File: config.mk
export PLATFORM = sky130hd
export DESIGN_NAME = ricc_core
export DESIGN_NICKNAME = d
export VERILOG_FILES = /design/src/verilog/ricc_pkg.sv /design/src/verilog/ricc_core.sv /design/src/verilog/ricc_sync.sv
export VERILOG_INCLUDE_DIRS = /design/src /design/src/verilog
export SDC_FILE = /design/constraint.sdc
export NUM_CORES = 1
export LEC_CHECK = 0
export BUFFER_PORTS_ARGS = -buffer_cell sky130_fd_sc_hd__clkbuf_2
export CAP_MARGIN = 20
export CORE_ASPECT_RATIO = 0.5
export CORE_MARGIN = 3
export CORE_UTILIZATION = 30
export CTS_BUF_LIST = sky130_fd_sc_hd__clkbuf_2 sky130_fd_sc_hd__clkbuf_4 sky130_fd_sc_hd__clkbuf_8
export DETAILED_ROUTE_END_ITERATION = 10
export PLACE_DENSITY = 0.52
export SYNTH_ARGS = -nofsm -noshare
export SYNTH_HDL_FRONTEND = slang
export SYNTH_SLANG_ARGS = --single-unit
File: constraint.sdc
create_clock -name i_clk -period 2.3 [get_ports i_clk]
set_input_delay 0.115 -clock i_clk [delete_from_list [all_inputs] [get_ports i_clk]]
set_output_delay 0.115 -clock i_clk [all_outputs]
set_load 0.005 [all_outputs]
File: src/verilog/ricc_map.svh
`ifndef RICC_MAP_SVH
`define RICC_MAP_SVH

// ****************************************************************
// Register byte offsets
// ****************************************************************
`define RICC_OFS_CTRL 8'h00
`define RICC_OFS_STATUS 8'h04
`define RICC_OFS_PINS 8'h08
`define RICC_OFS_PHASE 8'h0C

// ****************************************************************
// Control register fields and reset values
// ****************************************************************
`define RICC_CTRL_CFG 0
`define RICC_CTRL_SEL 1
`define RICC_CTRL_TEACH 2
`define RICC_CTRL_RST 3'h0

// ****************************************************************
// Remote input bit positions
// ****************************************************************
`define RICC_IN_RESET 0
`define RICC_IN_PAUSE 1
`define RICC_IN_START 2
`define RICC_IN_HOME 3
`define RICC_IN_PROG_LO 4
`define RICC_IN_PROG_HI 7
`define RICC_IN_CAL 8
`define RICC_IN_MON 9
`define RICC_IN_MOFF 10

// ****************************************************************
// Remote output bit positions
// ****************************************************************
`define RICC_OUT_RESET 0
`define RICC_OUT_PAUSED 1
`define RICC_OUT_RUNNING 2
`define RICC_OUT_HOME 3
`define RICC_OUT_PROG_LO 4
`define RICC_OUT_PROG_HI 7
`define RICC_OUT_CAL 8
`define RICC_OUT_MOTOR 9
`define RICC_OUT_ERROR 10
`define RICC_OUT_ESTOP 11
`define RICC_OUT_GUARD 12
`define RICC_OUT_AUTO 13
`define RICC_OUT_TEACH 14
`define RICC_OUT_ENABLE 15

`endif

File: src/verilog/ricc_pkg.sv
package ricc_pkg;

    // ****************************************************************
    // Operating phase of the program sequencer
    // ****************************************************************
    typedef enum logic [1:0]
    {
        RICC_PH_RESET,
        RICC_PH_RUN,
        RICC_PH_PAUSING,
        RICC_PH_PAUSED
    } ricc_phase_type;

    // ****************************************************************
    // Commands to the motion controller
    // ****************************************************************
    typedef struct packed
    {
        logic launch;
        logic abort;
        logic go_home;
        logic start_cal;
        logic hold;
        logic motor_pwr;
        logic [3:0] prog_sel;
    } ricc_cmd_type;

    // ****************************************************************
    // Motion controller feedback
    // ****************************************************************
    typedef struct packed
    {
        logic error_evt;
        logic estop;
        logic guard_open;
        logic motion_stopped;
        logic at_home;
        logic home_done;
        logic cal_done;
        logic prog_done;
    } ricc_fbk_type;

    // ****************************************************************
    // Input filter state
    // ****************************************************************
    typedef struct packed
    {
        logic [15:0] s1;
        logic [15:0] s2;
        logic [15:0] s3;
        logic [15:0] lvl;
    } ricc_sync_state_type;

    // ****************************************************************
    // Console core state
    // ****************************************************************
    typedef struct packed
    {
        ricc_phase_type phase;
        logic homing;
        logic calibrating;
        logic error;
        logic [15:0] prev;
        logic [2:0] ctrl;
        ricc_cmd_type cmd;
        logic [15:0] outs;
        logic wb_ack;
        logic [31:0] wb_dat;
    } ricc_core_state_type;

endpackage

File: src/verilog/ricc_core.sv
// How it works
// - Inputs: reset,pause,start,home,prog,cal,motor on/off.
// - Outputs map status bits zero to fifteen.
// - Accepted reset clears error, aborts program.
// - Accepted reset enters the reset state.
// - Pause halts program, resumable later.
// - Start begins program or resumes from pause.
// - Home request moves manipulator home.
// - Program number sampled when start accepted from reset, not on resume.
// - Calibrate request launches calibration.
// - Motor-on request switches motor power on.
// - Motor-off request switches motor power off.
// - Console selection and mode gate inputs.
// - Teach mode ignores all remote inputs.
// - Unconfigured remote makes every input invalid.
// - Error shown until accepted reset cancels.
`timescale 1ns/10ps
`include "ricc_map.svh"

module ricc_core
(
    // Clock and reset
    input wire logic i_clk,
    input wire logic i_nrst,
    input wire logic i_ce,
    // Wishbone slave
    input wire logic i_wb_cyc,
    input wire logic i_wb_stb,
    input wire logic i_wb_we,
    input wire logic [7:0] i_wb_adr,
    input wire logic [3:0] i_wb_sel,
    input wire logic [31:0] i_wb_dat,
    output logic [31:0] o_wb_dat,
    output logic o_wb_ack,
    // Discrete console pins
    input wire logic [15:0] i_remote_in,
    output logic [15:0] o_remote_out,
    // Motion controller side
    input wire ricc_pkg::ricc_fbk_type i_fbk,
    output ricc_pkg::ricc_cmd_type o_cmd
);

    ricc_pkg::ricc_core_state_type q;
    ricc_pkg::ricc_core_state_type d;
    logic [15:0] level;
    logic [15:0] rise;
    logic gate_ok;
    logic idle;
    logic req_reset;
    logic req_pause;
    logic req_start;
    logic req_home;
    logic req_cal;
    logic req_mon;
    logic req_moff;
    logic wb_req;
    logic [31:0] rd_word;

    // ****************************************************************
    // Input synchroniser
    // ****************************************************************
    ricc_sync u_sync
    (
        .i_clk(i_clk),
        .i_nrst(i_nrst),
        .i_ce(i_ce),
        .i_pins(i_remote_in),
        .o_level(level)
    );

    // ****************************************************************
    // Request acceptance
    // ****************************************************************
    // One action per rising edge: a held line does not repeat.
    assign rise = level & ~q.prev;
    // Teach mode wins over everything, whatever the console selection.
    assign gate_ok = q.ctrl[`RICC_CTRL_CFG]
        & q.ctrl[`RICC_CTRL_SEL]
        & ~q.ctrl[`RICC_CTRL_TEACH];
    // Start from reset, home, calibrate and motor-on need a settled, idle machine; reset, pause, resume and motor-off do not.
    assign idle = (q.phase == ricc_pkg::RICC_PH_RESET) & ~q.homing & ~q.calibrating;

    assign req_reset = gate_ok & rise[`RICC_IN_RESET];
    assign req_pause = gate_ok & rise[`RICC_IN_PAUSE];
    assign req_start = gate_ok & rise[`RICC_IN_START];
    assign req_home = gate_ok & rise[`RICC_IN_HOME];
    assign req_cal = gate_ok & rise[`RICC_IN_CAL];
    assign req_mon = gate_ok & rise[`RICC_IN_MON];
    assign req_moff = gate_ok & rise[`RICC_IN_MOFF];

    // ****************************************************************
    // Register bus decode
    // ****************************************************************
    assign wb_req = i_wb_cyc & i_wb_stb;

    always_comb
    begin
        rd_word = 32'h0000_0000;
        unique case (i_wb_adr)
            `RICC_OFS_CTRL:
            begin
                rd_word = {29'h0000_0000, q.ctrl};
            end
            `RICC_OFS_STATUS:
            begin
                rd_word = {16'h0000, q.outs};
            end
            `RICC_OFS_PINS:
            begin
                rd_word = {16'h0000, level};
            end
            `RICC_OFS_PHASE:
            begin
                rd_word = {28'h000_0000, q.calibrating, q.homing, q.phase};
            end
            default:
            begin
                rd_word = 32'h0000_0000;
            end
        endcase
    end

    // ****************************************************************
    // Next state
    // ****************************************************************
    always_comb
    begin
        d = q;
        d.prev = level;
        d.cmd.launch = 1'b0;
        d.cmd.abort = 1'b0;
        d.cmd.go_home = 1'b0;
        d.cmd.start_cal = 1'b0;

        // Bus: ack one cycle after the request; writes land on the ack edge
        d.wb_ack = wb_req & ~q.wb_ack;
        if (wb_req & ~q.wb_ack)
        begin
            d.wb_dat = rd_word;
        end
        if (wb_req & q.wb_ack & i_wb_we & i_wb_sel[0] & (i_wb_adr == `RICC_OFS_CTRL))
        begin
            d.ctrl = i_wb_dat[2:0];
        end

        // Program sequencer
        unique case (q.phase)
            ricc_pkg::RICC_PH_RESET:
            begin
                if (req_start & idle)
                begin
                    d.phase = ricc_pkg::RICC_PH_RUN;
                    d.cmd.launch = 1'b1;
                    d.cmd.prog_sel = level[`RICC_IN_PROG_HI:`RICC_IN_PROG_LO];
                end
            end
            ricc_pkg::RICC_PH_RUN:
            begin
                if (req_pause)
                begin
                    d.phase = ricc_pkg::RICC_PH_PAUSING;
                    d.cmd.hold = 1'b1;
                end
                else if (i_fbk.prog_done)
                begin
                    d.phase = ricc_pkg::RICC_PH_RESET;
                end
            end
            ricc_pkg::RICC_PH_PAUSING:
            begin
                // Paused shows only after the hold has brought motion to rest
                if (i_fbk.motion_stopped)
                begin
                    d.phase = ricc_pkg::RICC_PH_PAUSED;
                end
            end
            ricc_pkg::RICC_PH_PAUSED:
            begin
                if (req_start)
                begin
                    d.phase = ricc_pkg::RICC_PH_RUN;
                    d.cmd.hold = 1'b0;
                end
            end
        endcase

        // Home and calibration run only from the reset state
        if (req_home & idle & ~req_start)
        begin
            d.homing = 1'b1;
            d.cmd.go_home = 1'b1;
        end
        else if (q.homing & i_fbk.home_done)
        begin
            d.homing = 1'b0;
        end
        if (req_cal & idle & ~req_start & ~req_home)
        begin
            d.calibrating = 1'b1;
            d.cmd.start_cal = 1'b1;
        end
        else if (q.calibrating & i_fbk.cal_done)
        begin
            d.calibrating = 1'b0;
        end

        // Motor power: off beats on, and emergency stop forces it off
        if (req_mon & idle)
        begin
            d.cmd.motor_pwr = 1'b1;
        end
        if (req_moff | i_fbk.estop)
        begin
            d.cmd.motor_pwr = 1'b0;
        end

        // Reset request overrides phase, hold, launch, homing and calibration above; it is accepted in any
        // phase so a misbehaving host still gets the program aborted.
        if (req_reset)
        begin
            d.cmd.abort = (q.phase != ricc_pkg::RICC_PH_RESET) | q.homing | q.calibrating;
            d.phase = ricc_pkg::RICC_PH_RESET;
            d.cmd.hold = 1'b0;
            d.cmd.launch = 1'b0;
            d.homing = 1'b0;
            d.calibrating = 1'b0;
            d.error = 1'b0;
        end
        // A new error in the clearing cycle survives the clear
        if (i_fbk.error_evt)
        begin
            d.error = 1'b1;
        end

        // Status outputs follow the next state so they stay one flop deep
        d.outs[`RICC_OUT_RESET] = (d.phase == ricc_pkg::RICC_PH_RESET);
        d.outs[`RICC_OUT_PAUSED] = (d.phase == ricc_pkg::RICC_PH_PAUSED);
        d.outs[`RICC_OUT_RUNNING] = (d.phase != ricc_pkg::RICC_PH_RESET) | d.homing | d.calibrating;
        d.outs[`RICC_OUT_HOME] = i_fbk.at_home;
        d.outs[`RICC_OUT_PROG_HI:`RICC_OUT_PROG_LO] = d.cmd.prog_sel;
        d.outs[`RICC_OUT_CAL] = d.calibrating;
        d.outs[`RICC_OUT_MOTOR] = d.cmd.motor_pwr;
        d.outs[`RICC_OUT_ERROR] = d.error;
        d.outs[`RICC_OUT_ESTOP] = i_fbk.estop;
        d.outs[`RICC_OUT_GUARD] = i_fbk.guard_open;
        d.outs[`RICC_OUT_AUTO] = ~d.ctrl[`RICC_CTRL_TEACH];
        d.outs[`RICC_OUT_TEACH] = d.ctrl[`RICC_CTRL_TEACH];
        d.outs[`RICC_OUT_ENABLE] = d.ctrl[`RICC_CTRL_CFG] & d.ctrl[`RICC_CTRL_SEL] & ~d.ctrl[`RICC_CTRL_TEACH];
    end

    // ****************************************************************
    // State register
    // ****************************************************************
    // Prev resets to all ones, but the filter level resets to zero, so a line already high at reset
    // still shows a rising edge, and so a fresh request, once it has passed the filter.
    always_ff @(posedge i_clk or negedge i_nrst)
    begin
        if (!i_nrst)
        begin
            q <= '0;
            q.phase <= ricc_pkg::RICC_PH_RESET;
            q.prev <= 16'hFFFF;
            q.ctrl <= `RICC_CTRL_RST;
            q.outs <= 16'h2001;
        end
        else if (i_ce)
        begin
            q <= d;
        end
    end

    // ****************************************************************
    // Outputs
    // ****************************************************************
    assign o_wb_dat = q.wb_dat;
    assign o_wb_ack = q.wb_ack;
    assign o_remote_out = q.outs;
    assign o_cmd = q.cmd;

endmodule

File: src/verilog/ricc_sync.sv
`timescale 1ns/10ps

module ricc_sync
(
    // Clock and reset
    input wire logic i_clk,
    input wire logic i_nrst,
    input wire logic i_ce,
    // Raw pins
    input wire logic [15:0] i_pins,
    // Filtered levels
    output logic [15:0] o_level
);

    ricc_pkg::ricc_sync_state_type q;
    ricc_pkg::ricc_sync_state_type d;
    logic [15:0] lvl_d;

    // ****************************************************************
    // Per-pin level filter
    // ****************************************************************
    // A level counts only once the second and third stages agree, so a
    // metastable first stage never reaches the level.
    genvar gi;
    generate
        for (gi = 0; gi < 16; gi = gi + 1)
        begin : g_pin
            assign lvl_d[gi] = (q.s2[gi] == q.s3[gi]) ? q.s3[gi] : q.lvl[gi];
        end
    endgenerate

    always_comb
    begin
        d = q;
        d.s1 = i_pins;
        d.s2 = q.s1;
        d.s3 = q.s2;
        d.lvl = lvl_d;
    end

    always_ff @(posedge i_clk or negedge i_nrst)
    begin
        if (!i_nrst)
        begin
            q <= '0;
        end
        else if (i_ce)
        begin
            q <= d;
        end
    end

    assign o_level = q.lvl;

endmodule
==> impl_metrics.sql, run 1 <==
INSERT INTO impl_metrics (metric_group, metric, value, unit) VALUES
('status', 'status', 'completed', ''),
('place', 'hpwl', '8190', 'um'),
('finish', 'layout.cells.most_common', 'sky130_fd_sc_hd__dfrtp_1', ''),
('critical_path', 'worst_path_max_delay_cell', 'sky130_fd_sc_hd__dfrtp_1', ''),
('timing', 'max_freq', '548', 'MHz'),
('logic_synthesis', 'ys_types', '44', ''),
('die', 'dieWidth', '194', 'um'),
('timing', 'final_min_period_over_clock_period', '0.793', ''),
('timing', 'clock_skew', '0.0121', 'ns'),
('power', 'total_switching_power', '1.53', 'mW'),
('global_routing', 'total_routing_resource_utilization_after_global_routing', '0.125', ''),
('logic_synthesis', 'synth_top_flop_cell', 'sky130_fd_sc_hd__dfrtp_1', ''),
('logic_synthesis', 'async_reset_ff_frac', '1.00', ''),
('place', 'finalWeightedCongestion', '0.782', ''),
('cts', 'numCtsBuffers', '17', ''),
('critical_path', 'critical_path.startpoint_type', 'register', ''),
('power', 'power.share.switching', '0.284', ''),
('critical_path', 'ff2ff_setup_slack', '0.48', 'ns'),
('routing', 'post-route-drc-count', '0', ''),
('finish', 'final_layout_size_suffix_gt1_frac', '0.378', ''),
('routing', 'drt-wirelength-per-cell', '14.9', 'um'),
('die', 'ios', '133', ''),
('critical_path', 'timing.critical_path.from', 'q[82]$_DFFE_PN0P_', ''),
('cts', 'register_clock_pin_slew_on_the_reported_worst_setup_and_hold_paths', '0.07', 'ns'),
('critical_path', 'cp_slowest_stage_delay', '0.51', 'ns'),
('critical_path', 'required_time_worst_endpoint', '2.61', 'ns'),
('finish', 'syn2layout_area_growth', '18.6', '%'),
('cts', 'cts_tree', 'yes', ''),
('finish', 'finish.net_count', '606', ''),
('critical_path', 'timing.critical_path.fanout_max', '9', ''),
('routing', 'detail_route.first_pass.iterations', '4', ''),
('routing', 'wire_length_reported_by_the_detailed_router', '11500', 'um'),
('global_routing', 'grt_max_degree', '67', ''),
('global_routing', 'first_global_vias', '3499', ''),
('job', 'cap_violations', '0', ''),
('power', 'pwr-share-clk', '0.371', ''),
('cts', 'worst_skew_pair.late_latency', '0.44', 'ns'),
('power', 'power.internal', '3.86', 'mW'),
('logic_synthesis', 'ys_seq_elements', '114', ''),
('timing', 'drv_slew', '0', ''),
('power', 'combinationalPowerShare', '0.138', ''),
('timing', 'fin_crit_period', '1.82', 'ns'),
('power', 'p_per_area', '853', 'nW/um^2'),
('global_routing', 'grt_remaining_overflow', '0', ''),
('die', 'die_area', '19500', 'um^2'),
('critical_path', 'end_kind', 'register', ''),
('critical_path', 'critPathKind', 'register to register', ''),
('routing', 'dr_total_vias', '3458', ''),
('cts', 'post-cts-setup-buffers', '0', ''),
('die', 'core_area', '16800', 'um^2'),
('finish', 'diodes', '0', ''),
('cts', 'h_tree_depth_reported_by_cts', '4', ''),
('logic_synthesis', 'synthesis.yosys.warnings', '0', ''),
('critical_path', 'worst-endpoint-arrival', '2.14', 'ns'),
('timing', 'timing.final.setup_violations', '0', ''),
('finish', 'mostFrequentLayoutCells', '105 x sky130_fd_sc_hd__dfrtp_1, 82 x sky130_fd_sc_hd__clkbuf_2, 58 x sky130_fd_sc_hd__mux2_2', ''),
('timing', 'timing.final.hold_violations', '0', ''),
('critical_path', 'critical_path_depth', '4', ''),
('cts', 'clock_sinks', '114', ''),
('global_routing', 'grt_pass1_wl', '19200', 'um'),
('cts', 'clock_tree.root_cell', 'sky130_fd_sc_hd__clkbuf_8', ''),
('global_routing', 'grt_antenna_before_repair', '0', ''),
('cts', 'cts_max_path_buffers', '2', ''),
('logic_synthesis', 'post_synth_edffs', '0', ''),
('die', 'die_height', '100', 'um'),
('critical_path', 'cp-endpoint', 'o_cmd[0]$_DFFE_PN0P_', ''),
('power', 'seq_power_share', '0.491', ''),
('routing', 'drt_iter0_drc', '160', ''),
('critical_path', 'rr_endpoint', 'o_cmd[0]$_DFFE_PN0P_', ''),
('routing', 'viasPerCell', '4.48', ''),
('logic_synthesis', 'portion_of_the_post_synthesis_area_used_by_sequential_elements', '0.538', '');
[worst register-to-register path: cells and delay by family, from the launching register on]
family / cells / cell delay (ns)
mux: 1 / 0.37
simple gates: 3 / 0.82
flops: 1 / 0.51
[flip-flops by register name (all words and copies together), names as in the netlist]
signal          flops
u_sync.d           32
o_wb_dat           16
u_sync.o_level     16
u_sync.q           16
o_remote_out       13
q                  12
o_cmd               8
o_wb_ack            1
[timing repair]
| item | in CTS | in global routing |
|---|---|---|
| resized for setup | 0 | 0 |
| hold endpoints to repair | 50 | 0 |
| hold buffers | 25 | 0 |
| setup endpoints to repair | 0 | 0 |
[how the worst min path moves through the flow]
stage             start                          end  depth (start not counted)
2_1_floorplan    i_nrst         o_cmd[0]$_DFFE_PN0P_                          0
3_3_place_gp     i_nrst     u_sync.d[33]$_DFFE_PN0P_                          1
3_5_place_dp     i_nrst     u_sync.d[33]$_DFFE_PN0P_                          1
6_report       i_fbk[0]  o_remote_out[1]$_DFFE_PN0P_                          4
4_1_cts        i_fbk[2]            q[80]$_DFFE_PN0P_                          4
5_1_grt        i_fbk[2]            q[80]$_DFFE_PN0P_                          4
[power groups by stage]
| stage | combinational, mW | clock (mW) | sequential (mW) |
|---|---|---|---|
| after CTS | 0.757 | 2.06 | 2.64 |
| after global placement | 0.697 | 0 | 2.67 |
| after global routing | 0.856 | 2.16 | 2.70 |
| final | 0.742 | 2.00 | 2.65 |
| after detailed placement | 0.721 | 0 | 2.68 |
| after floorplan | 0.577 | 0 | 2.55 |
[area by class of cell]
cell class / count / area, um^2 / share of cell area
Inverter: 23 / 86.3 / 0.0137
Clock inverter: 14 / 178 / 0.0281
Multi-Input combinational cell: 258 / 1890 / 0.299
Sequential cell: 114 / 2860 / 0.454
Tap cell: 227 / 284 / 0.0450
Clock buffer: 18 / 248 / 0.0392
Timing Repair Buffer: 118 / 768 / 0.122
[cells in the mapped netlist, types with 2 or more instances]
library cell | instances | area share
sky130_fd_sc_hd__a21oi_1 | 19 | 0.018
sky130_fd_sc_hd__a22o_1 | 7 | 0.012
sky130_fd_sc_hd__a22oi_1 | 11 | 0.016
sky130_fd_sc_hd__a31oi_1 | 3 | 0.0035
sky130_fd_sc_hd__and3b_1 | 2 | 0.0033
sky130_fd_sc_hd__buf_1 | 4 | 0.0028
sky130_fd_sc_hd__buf_2 | 10 | 0.0094
sky130_fd_sc_hd__buf_4 | 59 | 0.083
sky130_fd_sc_hd__clkbuf_1 | 9 | 0.0063
sky130_fd_sc_hd__dfrtp_1 | 105 | 0.49
sky130_fd_sc_hd__dfstp_2 | 9 | 0.044
sky130_fd_sc_hd__inv_1 | 23 | 0.016
sky130_fd_sc_hd__mux2_1 | 3 | 0.0063
sky130_fd_sc_hd__mux2_2 | 58 | 0.12
sky130_fd_sc_hd__mux2i_1 | 2 | 0.0038
sky130_fd_sc_hd__mux4_2 | 3 | 0.013
sky130_fd_sc_hd__nand2_1 | 29 | 0.020
sky130_fd_sc_hd__nand2_2 | 2 | 0.0024
sky130_fd_sc_hd__nand3_1 | 7 | 0.0066
sky130_fd_sc_hd__nor2_1 | 11 | 0.0078
sky130_fd_sc_hd__nor2b_1 | 6 | 0.0071
sky130_fd_sc_hd__o21ai_0 | 44 | 0.041
sky130_fd_sc_hd__o2bb2ai_1 | 3 | 0.0049
sky130_fd_sc_hd__o31ai_1 | 13 | 0.018
[metrics by stage]
step / instance area (um^2) / hold WS, ns / utilization / power, mW / worst slack [ns]
5_1_grt: 6310 / 0.0580 / 0.375 / 5.72 / 0.348
3_3_place_gp: 5640 / 0.0617 / 0.335 / 3.36 / 0.485
2_1_floorplan: 5380 / -0.181 / - / 3.13 / 0.703
3_5_place_dp: 5640 / 0.0666 / 0.335 / 3.40 / 0.472
6_report: 6310 / 0.0463 / 0.375 / 5.39 / 0.476
4_1_cts: 6310 / 0.0215 / 0.375 / 5.46 / 0.455
[metal layers]
metal / GRT usage / wire length, um / share of wire / vias to the layer above
met3: 0.0342 / 497 / 0.043 / 12
met4: 0.0430 / 139 / 0.012 / 0
met5: 0 / 0 / 0 / -
met1: 0.184 / 6150 / 0.54 / 1683
met2: 0.177 / 4700 / 0.41 / 72
li1: - / - / - / 1691
[kinds of logic after synthesis]
| family | count (synthesis) | synth area share |
|---|---|---|
| AO/OA/AOI/OAI | 108 | 0.128 |
| flip-flops | 114 | 0.538 |
| multiplexers | 66 | 0.146 |
| buffers and inverters | 105 | 0.118 |
| other | 1 | 0.000705 |
| AND/OR/NAND/NOR | 68 | 0.0696 |
Note: power is estimated with default switching activity, not from simulation.
==> run 2: changes to the inputs <==
- clock period: 2.3 -> 1.78 ns (I/O delays scaled with it)
==> impl_metrics.sql, run 2 (synthesis gave the netlist of run 1 again) <==
INSERT INTO impl_metrics (metric_group, metric, value, unit) VALUES
('status', 'status', 'completed', ''),
('place', 'finalWeightedCongestion', '0.800', ''),
('timing', 'clock_skew', '0.00932', 'ns'),
('global_routing', 'grt_pass1_wl', '19700', 'um'),
('global_routing', 'grt_max_degree', '57', ''),
('cts', 'clock_tree.root_cell', 'sky130_fd_sc_hd__clkbuf_8', ''),
('critical_path', 'worst-endpoint-arrival', '2.03', 'ns'),
('finish', 'mostFrequentLayoutCells', '104 x sky130_fd_sc_hd__dfrtp_1, 82 x sky130_fd_sc_hd__clkbuf_2, 58 x sky130_fd_sc_hd__mux2_2', ''),
('power', 'total_switching_power', '1.90', 'mW'),
('die', 'die_area', '19500', 'um^2'),
('power', 'seq_power_share', '0.470', ''),
('timing', 'drv_slew', '0', ''),
('critical_path', 'cp_slowest_stage_delay', '0.44', 'ns'),
('critical_path', 'r2r_cells', '6', ''),
('global_routing', 'grt_antenna_before_repair', '0', ''),
('routing', 'dr_total_vias', '3537', ''),
('timing', 'timing.final.ws_setup', '0.106', 'ns'),
('cts', 'cts_tree', 'yes', ''),
('timing', 'timing.final.hold_violations', '0', ''),
('die', 'dieWidth', '194', 'um'),
('routing', 'drt-wirelength-per-cell', '15.1', 'um'),
('critical_path', 'critical_path.startpoint_type', 'register', ''),
('timing', 'fin_crit_period', '1.67', 'ns'),
('finish', 'diodes', '0', ''),
('place', 'port-buffer-count', '84', ''),
('cts', 'register_clock_pin_slew_on_the_reported_worst_setup_and_hold_paths', '0.07', 'ns'),
('timing', 'max_freq', '597', 'MHz'),
('power', 'p_leak', '2.93', 'nW'),
('die', 'die_height', '100', 'um'),
('critical_path', 'required_time_worst_endpoint', '2.13', 'ns'),
('cts', 'post-cts-setup-buffers', '0', ''),
('finish', 'layout.cells.most_common', 'sky130_fd_sc_hd__dfrtp_1', ''),
('power', 'p_per_area', '1110', 'nW/um^2'),
('power', 'combinationalPowerShare', '0.156', ''),
('timing', 'final_min_period_over_clock_period', '0.941', ''),
('power', 'power.internal', '5.29', 'mW'),
('cts', 'h_tree_depth_reported_by_cts', '4', ''),
('die', 'number_of_rows_in_the_core_area', '33', ''),
('routing', 'drt.antenna.violating_nets', '0', ''),
('global_routing', 'first_global_vias', '3572', ''),
('cts', 'worst_skew_pair.late_latency', '0.42', 'ns'),
('timing', 'timing.final.setup_violations', '0', ''),
('cts', 'clock_sinks', '114', ''),
('place', 'hpwl', '8590', 'um'),
('routing', 'wire_length_reported_by_the_detailed_router', '11900', 'um'),
('finish', 'finish.net_count', '621', ''),
('global_routing', 'grt_remaining_overflow', '0', ''),
('routing', 'viasPerCell', '4.51', ''),
('finish', 'fillCellCount', '1648', ''),
('power', 'pwr-share-clk', '0.374', ''),
('finish', 'final_layout_size_suffix_gt1_frac', '0.394', ''),
('critical_path', 'end_kind', 'register', ''),
('critical_path', 'worst_path_max_delay_cell', 'sky130_fd_sc_hd__dfrtp_2', ''),
('power', 'power.share.switching', '0.264', ''),
('routing', 'post-route-drc-count', '0', ''),
('power', 'worst_vdd_rail_ir_drop', '0.436', 'mV'),
('global_routing', 'total_routing_resource_utilization_after_global_routing', '0.129', ''),
('critical_path', 'timing.critical_path.cells', 'buf_4 -> nor3_1 -> nand3_1 -> a221oi_2 -> nor2_2 -> mux2_2', ''),
('job', 'cap_violations', '0', ''),
('cts', 'numCtsBuffers', '17', ''),
('place', 'dp_slack', '0.117', 'ns'),
('die', 'start_util', '0.316', ''),
('die', 'core_area', '16800', 'um^2'),
('critical_path', 'timing.critical_path.fanout_max', '6', ''),
('timing', 'rsz0062_at_grt', 'false', ''),
('finish', 'largest_register_ffs', '32', ''),
('min_path', 'holdCritPathClass', 'primary input to register', ''),
('timing', 'setup_tns', '0', 'ns'),
('min_path', 'worstHoldPathCells', '4', ''),
('die', 'ios', '133', ''),
('finish', 'syn2layout_area_growth', '21.5', '%'),
('cts', 'cts_max_path_buffers', '2', ''),
('routing', 'detail_route.first_pass.iterations', '4', ''),
('routing', 'drt_iter0_drc', '137', ''),
('critical_path', 'critPathKind', 'register to register', '');
## run 2: power groups by stage
stage	Combinational (mW)	Sequential [mW]	Clock, mW
6_report	1.12	3.38	2.69
5_1_grt	1.28	3.45	2.88
4_1_cts	1.12	3.37	2.77
3_5_place_dp	1.08	3.42	0
3_3_place_gp	1.05	3.40	0
2_1_floorplan	0.745	3.30	0
## run 2: layer usage
layer | GRT usage | share of wire | vias to the layer above
met5 | 0 | 0 | -
met4 | 0.0364 | 0.011 | 0
met3 | 0.0305 | 0.034 | 12
met2 | 0.188 | 0.42 | 70
met1 | 0.191 | 0.54 | 1740
li1 | - | - | 1715
## run 2: path summary, 6_finish.rpt
kind	startpoint	endpoint	slack, ns
min in group asynchronous	i_nrst	u_sync.d[34]$_DFFE_PN0P_	0.14
min reg2reg	o_wb_dat[13]$_DFFE_PN0P_	o_wb_dat[13]$_DFFE_PN0P_	0.48
max reg2reg	q[82]$_DFFE_PN0P_	o_remote_out[0]$_DFFE_PN1P_	0.11
max	q[82]$_DFFE_PN0P_	o_remote_out[0]$_DFFE_PN1P_	0.11
max in group asynchronous	i_nrst	q[72]$_DFFE_PN1P_	0.95
min	i_fbk[0]	o_remote_out[1]$_DFFE_PN0P_	0.08
## run 2: layout make-up
type / instances / area [um^2] / share of cell area
clock buffers: 21 / 289 / 0.0447
clock inverters: 9 / 154 / 0.0238
inverters: 23 / 86.3 / 0.0133
multi-input cells: 258 / 1890 / 0.293
flip-flops and latches: 114 / 2870 / 0.443
well taps: 227 / 284 / 0.0439
repair buffers: 133 / 896 / 0.139
## run 2: per-stage QoR
step / hold WS, ns / utilization / power (mW) / std cells / instance area [um^2]
CTS: 0.0368 / 0.383 / 7.26 / 785 / 6460
detailed placement: 0.0559 / 0.342 / 4.50 / 729 / 5760
global placement: 0.0576 / 0.342 / 4.45 / 729 / 5760
global route: 0.0859 / 0.384 / 7.60 / 785 / 6470
finish: 0.0810 / 0.384 / 7.19 / 785 / 6470
floorplan: -0.207 / - / 4.04 / 477 / 5380
## run 2: worst max-delay path, delay by kind of cell, from the launching register on
family,cells,cell delay [ns]
flops,1,0.44
simple gates,3,0.37
compound gates,1,0.36
mux,1,0.27
buf+inv,1,0.17
## run 2: repair_timing
action | CTS | global route
hold endpoints to repair | 80 | 0
endpoints found under the setup margin | 0 | 5
resized for setup | 0 | 3
hold buffers | 26 | 0
==> run 3: changes to the inputs <==
- ABC_AREA: unset -> 1
- CORE_UTILIZATION: 30 -> 55
- PLACE_DENSITY: 0.52 -> 0.9
==> impl_metrics.sql, run 3 <==
INSERT INTO impl_metrics (metric_group, metric, value, unit) VALUES
('die', 'die_area', '11100', 'um^2'),
('min_path', 'holdCritPathClass', 'primary input to register', ''),
('power', 'seq_power_share', '0.457', ''),
('power', 'total_switching_power', '1.69', 'mW'),
('power', 'p_leak', '3.25', 'nW'),
('finish', 'diodes', '0', ''),
('die', 'die_height', '76.1', 'um'),
('routing', 'wire_length_reported_by_the_detailed_router', '11800', 'um'),
('die', 'core_area', '9130', 'um^2'),
('power', 'combinationalPowerShare', '0.113', ''),
('die', 'dieWidth', '146', 'um'),
('finish', 'final-instance-count-excl-fill', '850', ''),
('finish', 'postLayoutCellArea', '6310', 'um^2'),
('power', 'worst_vdd_rail_ir_drop', '0.595', 'mV'),
('power', 'power.share.switching', '0.251', ''),
('finish', 'mostFrequentLayoutCells', '184 x sky130_fd_sc_hd__nand2_1, 105 x sky130_fd_sc_hd__dfrtp_1, 84 x sky130_fd_sc_hd__o21ai_0', ''),
('logic_synthesis', 'synth_common_cells', '184 x sky130_fd_sc_hd__nand2_1, 105 x sky130_fd_sc_hd__dfrtp_1, 84 x sky130_fd_sc_hd__o21ai_0', ''),
('logic_synthesis', 'netlist_top_cells_area', 'sky130_fd_sc_hd__dfrtp_1 49%, sky130_fd_sc_hd__nand2_1 13%, sky130_fd_sc_hd__buf_4 8.1%', ''),
('cts', 'worst_skew_pair.late_latency', '0.42', 'ns'),
('routing', 'post-route-drc-count', '0', ''),
('power', 'power', '6.74', 'mW'),
('place', 'port-buffer-count', '84', ''),
('timing', 'clock_skew', '0.00693', 'ns'),
('timing', 'max_freq', '635', 'MHz'),
('logic_synthesis', 'ys_types', '33', ''),
('critical_path', 'critPathKind', 'register to register', ''),
('logic_synthesis', 'synth-xor-area-share', '0', ''),
('die', 'ios', '133', ''),
('logic_synthesis', 'synthDominantAreaCellType', 'sky130_fd_sc_hd__dfrtp_1', ''),
('finish', 'finish.net_count', '781', ''),
('global_routing', 'grt_max_degree', '47', ''),
('routing', 'drt_iter0_drc', '498', ''),
('power', 'pwr-share-clk', '0.430', ''),
('critical_path', 'required_time_worst_endpoint', '2.09', 'ns'),
('logic_synthesis', 'ys_seq_elements', '114', ''),
('logic_synthesis', 'synth_adder_area_share', '0', ''),
('finish', 'final_layout_size_suffix_gt1_frac', '0.218', ''),
('logic_synthesis', 'post_synth_inst_count', '639', ''),
('finish', 'syn2layout_area_growth', '16.7', '%'),
('global_routing', 'grt_remaining_overflow', '0', ''),
('logic_synthesis', 'yosysTopAreaCellShare', '0.486', ''),
('timing', 'fin_crit_period', '1.58', 'ns'),
('global_routing', 'first_global_vias', '4102', ''),
('place', 'finalWeightedCongestion', '0.891', ''),
('logic_synthesis', 'synthesis.yosys.warnings', '0', ''),
('finish', 'largest_register_ffs', '32', ''),
('job', 'cap_violations', '0', ''),
('critical_path', 'worst-endpoint-arrival', '1.89', 'ns'),
('logic_synthesis', 'synth.mux.area_fraction', '0', ''),
('cts', 'cts.repair.resized', '0', ''),
('place', 'numPlacedInstances', '797', ''),
('routing', 'detail_route.first_pass.iterations', '8', ''),
('timing', 'final_min_period_over_clock_period', '0.885', ''),
('place', 'dpl-instance-area', '5610', 'um^2'),
('cts', 'h_tree_depth_reported_by_cts', '4', ''),
('timing', 'minimum_hold_slack', '0.0158', 'ns'),
('logic_synthesis', 'post_synth_and_or_nand_nor_area_fraction', '0.210', ''),
('place', 'hpwl', '8310', 'um'),
('logic_synthesis', 'portion_of_the_post_synthesis_area_used_by_sequential_elements', '0.530', ''),
('cts', 'clock_sinks', '114', ''),
('logic_synthesis', 'netlist_area', '5410', 'um^2'),
('critical_path', 'end_kind', 'register', ''),
('critical_path', 'critical_path.startpoint_type', 'register', ''),
('timing', 'timing.final.ws_setup', '0.204', 'ns'),
('critical_path', 'timing.critical_path.fanout_max', '5', ''),
('timing', 'timing.final.hold_violations', '0', ''),
('power', 'p_per_area', '1070', 'nW/um^2'),
('power', 'power.internal', '5.05', 'mW'),
('logic_synthesis', 'synth_top_family_by_area', 'simple AND/OR/NAND/NOR gates', ''),
('timing', 'timing.final.setup_violations', '0', ''),
('logic_synthesis', 'avgSynthCellArea', '8.46', 'um^2'),
('routing', 'dr_total_vias', '4371', ''),
('logic_synthesis', 'synth_compound_gate_area_share', '0.115', ''),
('cts', 'cts_tree', 'yes', ''),
('routing', 'drt-wirelength-per-cell', '13.9', 'um'),
('timing', 'rsz0062_at_grt', 'false', ''),
('global_routing', 'grt_pass1_wl', '20000', 'um'),
('timing', 'drv_slew', '0', ''),
('cts', 'register_clock_pin_slew_on_the_reported_worst_setup_and_hold_paths', '0.07', 'ns'),
('finish', 'layout.cells.most_common', 'sky130_fd_sc_hd__nand2_1', ''),
('routing', 'drt.antenna.violating_nets', '0', ''),
('global_routing', 'total_routing_resource_utilization_after_global_routing', '0.221', ''),
('routing', 'viasPerCell', '5.14', ''),
('logic_synthesis', 'post_synth_edffs', '0', ''),
('finish', 'final_util', '0.691', ''),
('cts', 'numCtsBuffers', '17', ''),
('logic_synthesis', 'synth_top_flop_cell', 'sky130_fd_sc_hd__dfrtp_1', ''),
('die', 'start_util', '0.592', ''),
('global_routing', 'grt_antenna_before_repair', '0', ''),
('cts', 'clock_tree.root_cell', 'sky130_fd_sc_hd__clkbuf_8', ''),
('cts', 'cts_max_path_buffers', '2', ''),
('logic_synthesis', 'async_reset_ff_frac', '1.00', ''),
('die', 'number_of_rows_in_the_core_area', '24', ''),
('logic_synthesis', 'yosys.cell_count.top_type', 'sky130_fd_sc_hd__nand2_1', ''),
('place', 'dp_slack', '0.276', 'ns'),
('status', 'status', 'completed', ''),
('timing', 'setup_tns', '0', 'ns');
[run 3: kinds of logic (layout without fill, tap and decap cells)]
kind of cell	count (synthesis)	after routing
simple gates	263	263
buf+inv	143	209
compound gates	118	118
flops	114	114
other cells	1	16
[run 3: worst max-delay path, stage by stage (launching register included)]
cell and delay (ns):
sky130_fd_sc_hd__dfrtp_1 0.47, sky130_fd_sc_hd__inv_2 0.11, sky130_fd_sc_hd__nand3_2 0.13, sky130_fd_sc_hd__nor2_2 0.15, sky130_fd_sc_hd__inv_1 0.12, sky130_fd_sc_hd__nand2_1 0.09
sky130_fd_sc_hd__inv_2 0.04, sky130_fd_sc_hd__nand2_1 0.06, sky130_fd_sc_hd__nand3_1 0.13, sky130_fd_sc_hd__nor2_1 0.11, sky130_fd_sc_hd__nor2_1 0.05
[run 3: timing repair]
item / in CTS / in global routing
endpoints found under the hold margin: 56 / 0
setup endpoints to repair: 0 / 0
buffers inserted: 0 / 0
hold buffers: 21 / 0
[run 3: final timing paths]
path                                              start                      endpoint  slack, ns  depth (start not counted)
min                                         i_wb_dat[2]  o_remote_out[13]$_DFFE_PN1P_       0.02                          4
min in group asynchronous                        i_nrst      u_sync.d[38]$_DFFE_PN0P_       0.18                          2
min reg2reg                    o_wb_dat[10]$_DFFE_PN0P_      o_wb_dat[10]$_DFFE_PN0P_       0.48                          2
max reg2reg                o_remote_out[14]$_DFFE_PN0P_   o_remote_out[2]$_DFFE_PN0P_       0.20                         10
max in group asynchronous                        i_nrst   o_remote_out[0]$_DFFE_PN1P_       0.95                          3
max                        o_remote_out[14]$_DFFE_PN0P_   o_remote_out[2]$_DFFE_PN0P_       0.20                         10
[run 3: layout make-up]
cell class              instances  area [um^2]
clock inverters                 9          173
repair buffers                115          746
fillers                       722         2820
flip-flops and latches        114         2860
multi-input cells             397         1820
well taps                     130          163
inverters                      62          233
clock buffers                  23          317
[run 3: layer usage]
layer,part of all wire,up-vias,GRT usage
li1,-,2096,-
met1,0.46,2054,0.313
met2,0.45,202,0.329
met3,0.080,19,0.0600
met4,0.015,0,0.0807
met5,0,-,0
[run 3: power by group through the flow]
stage / Combinational [mW] / Sequential, mW / Clock, mW
2_1_floorplan: 0.523 / 3.05 / 0
3_3_place_gp: 0.680 / 3.09 / 0
3_5_place_dp: 0.712 / 3.12 / 0
4_1_cts: 0.763 / 3.07 / 2.92
5_1_grt: 0.874 / 3.11 / 3.07
6_report: 0.761 / 3.08 / 2.90
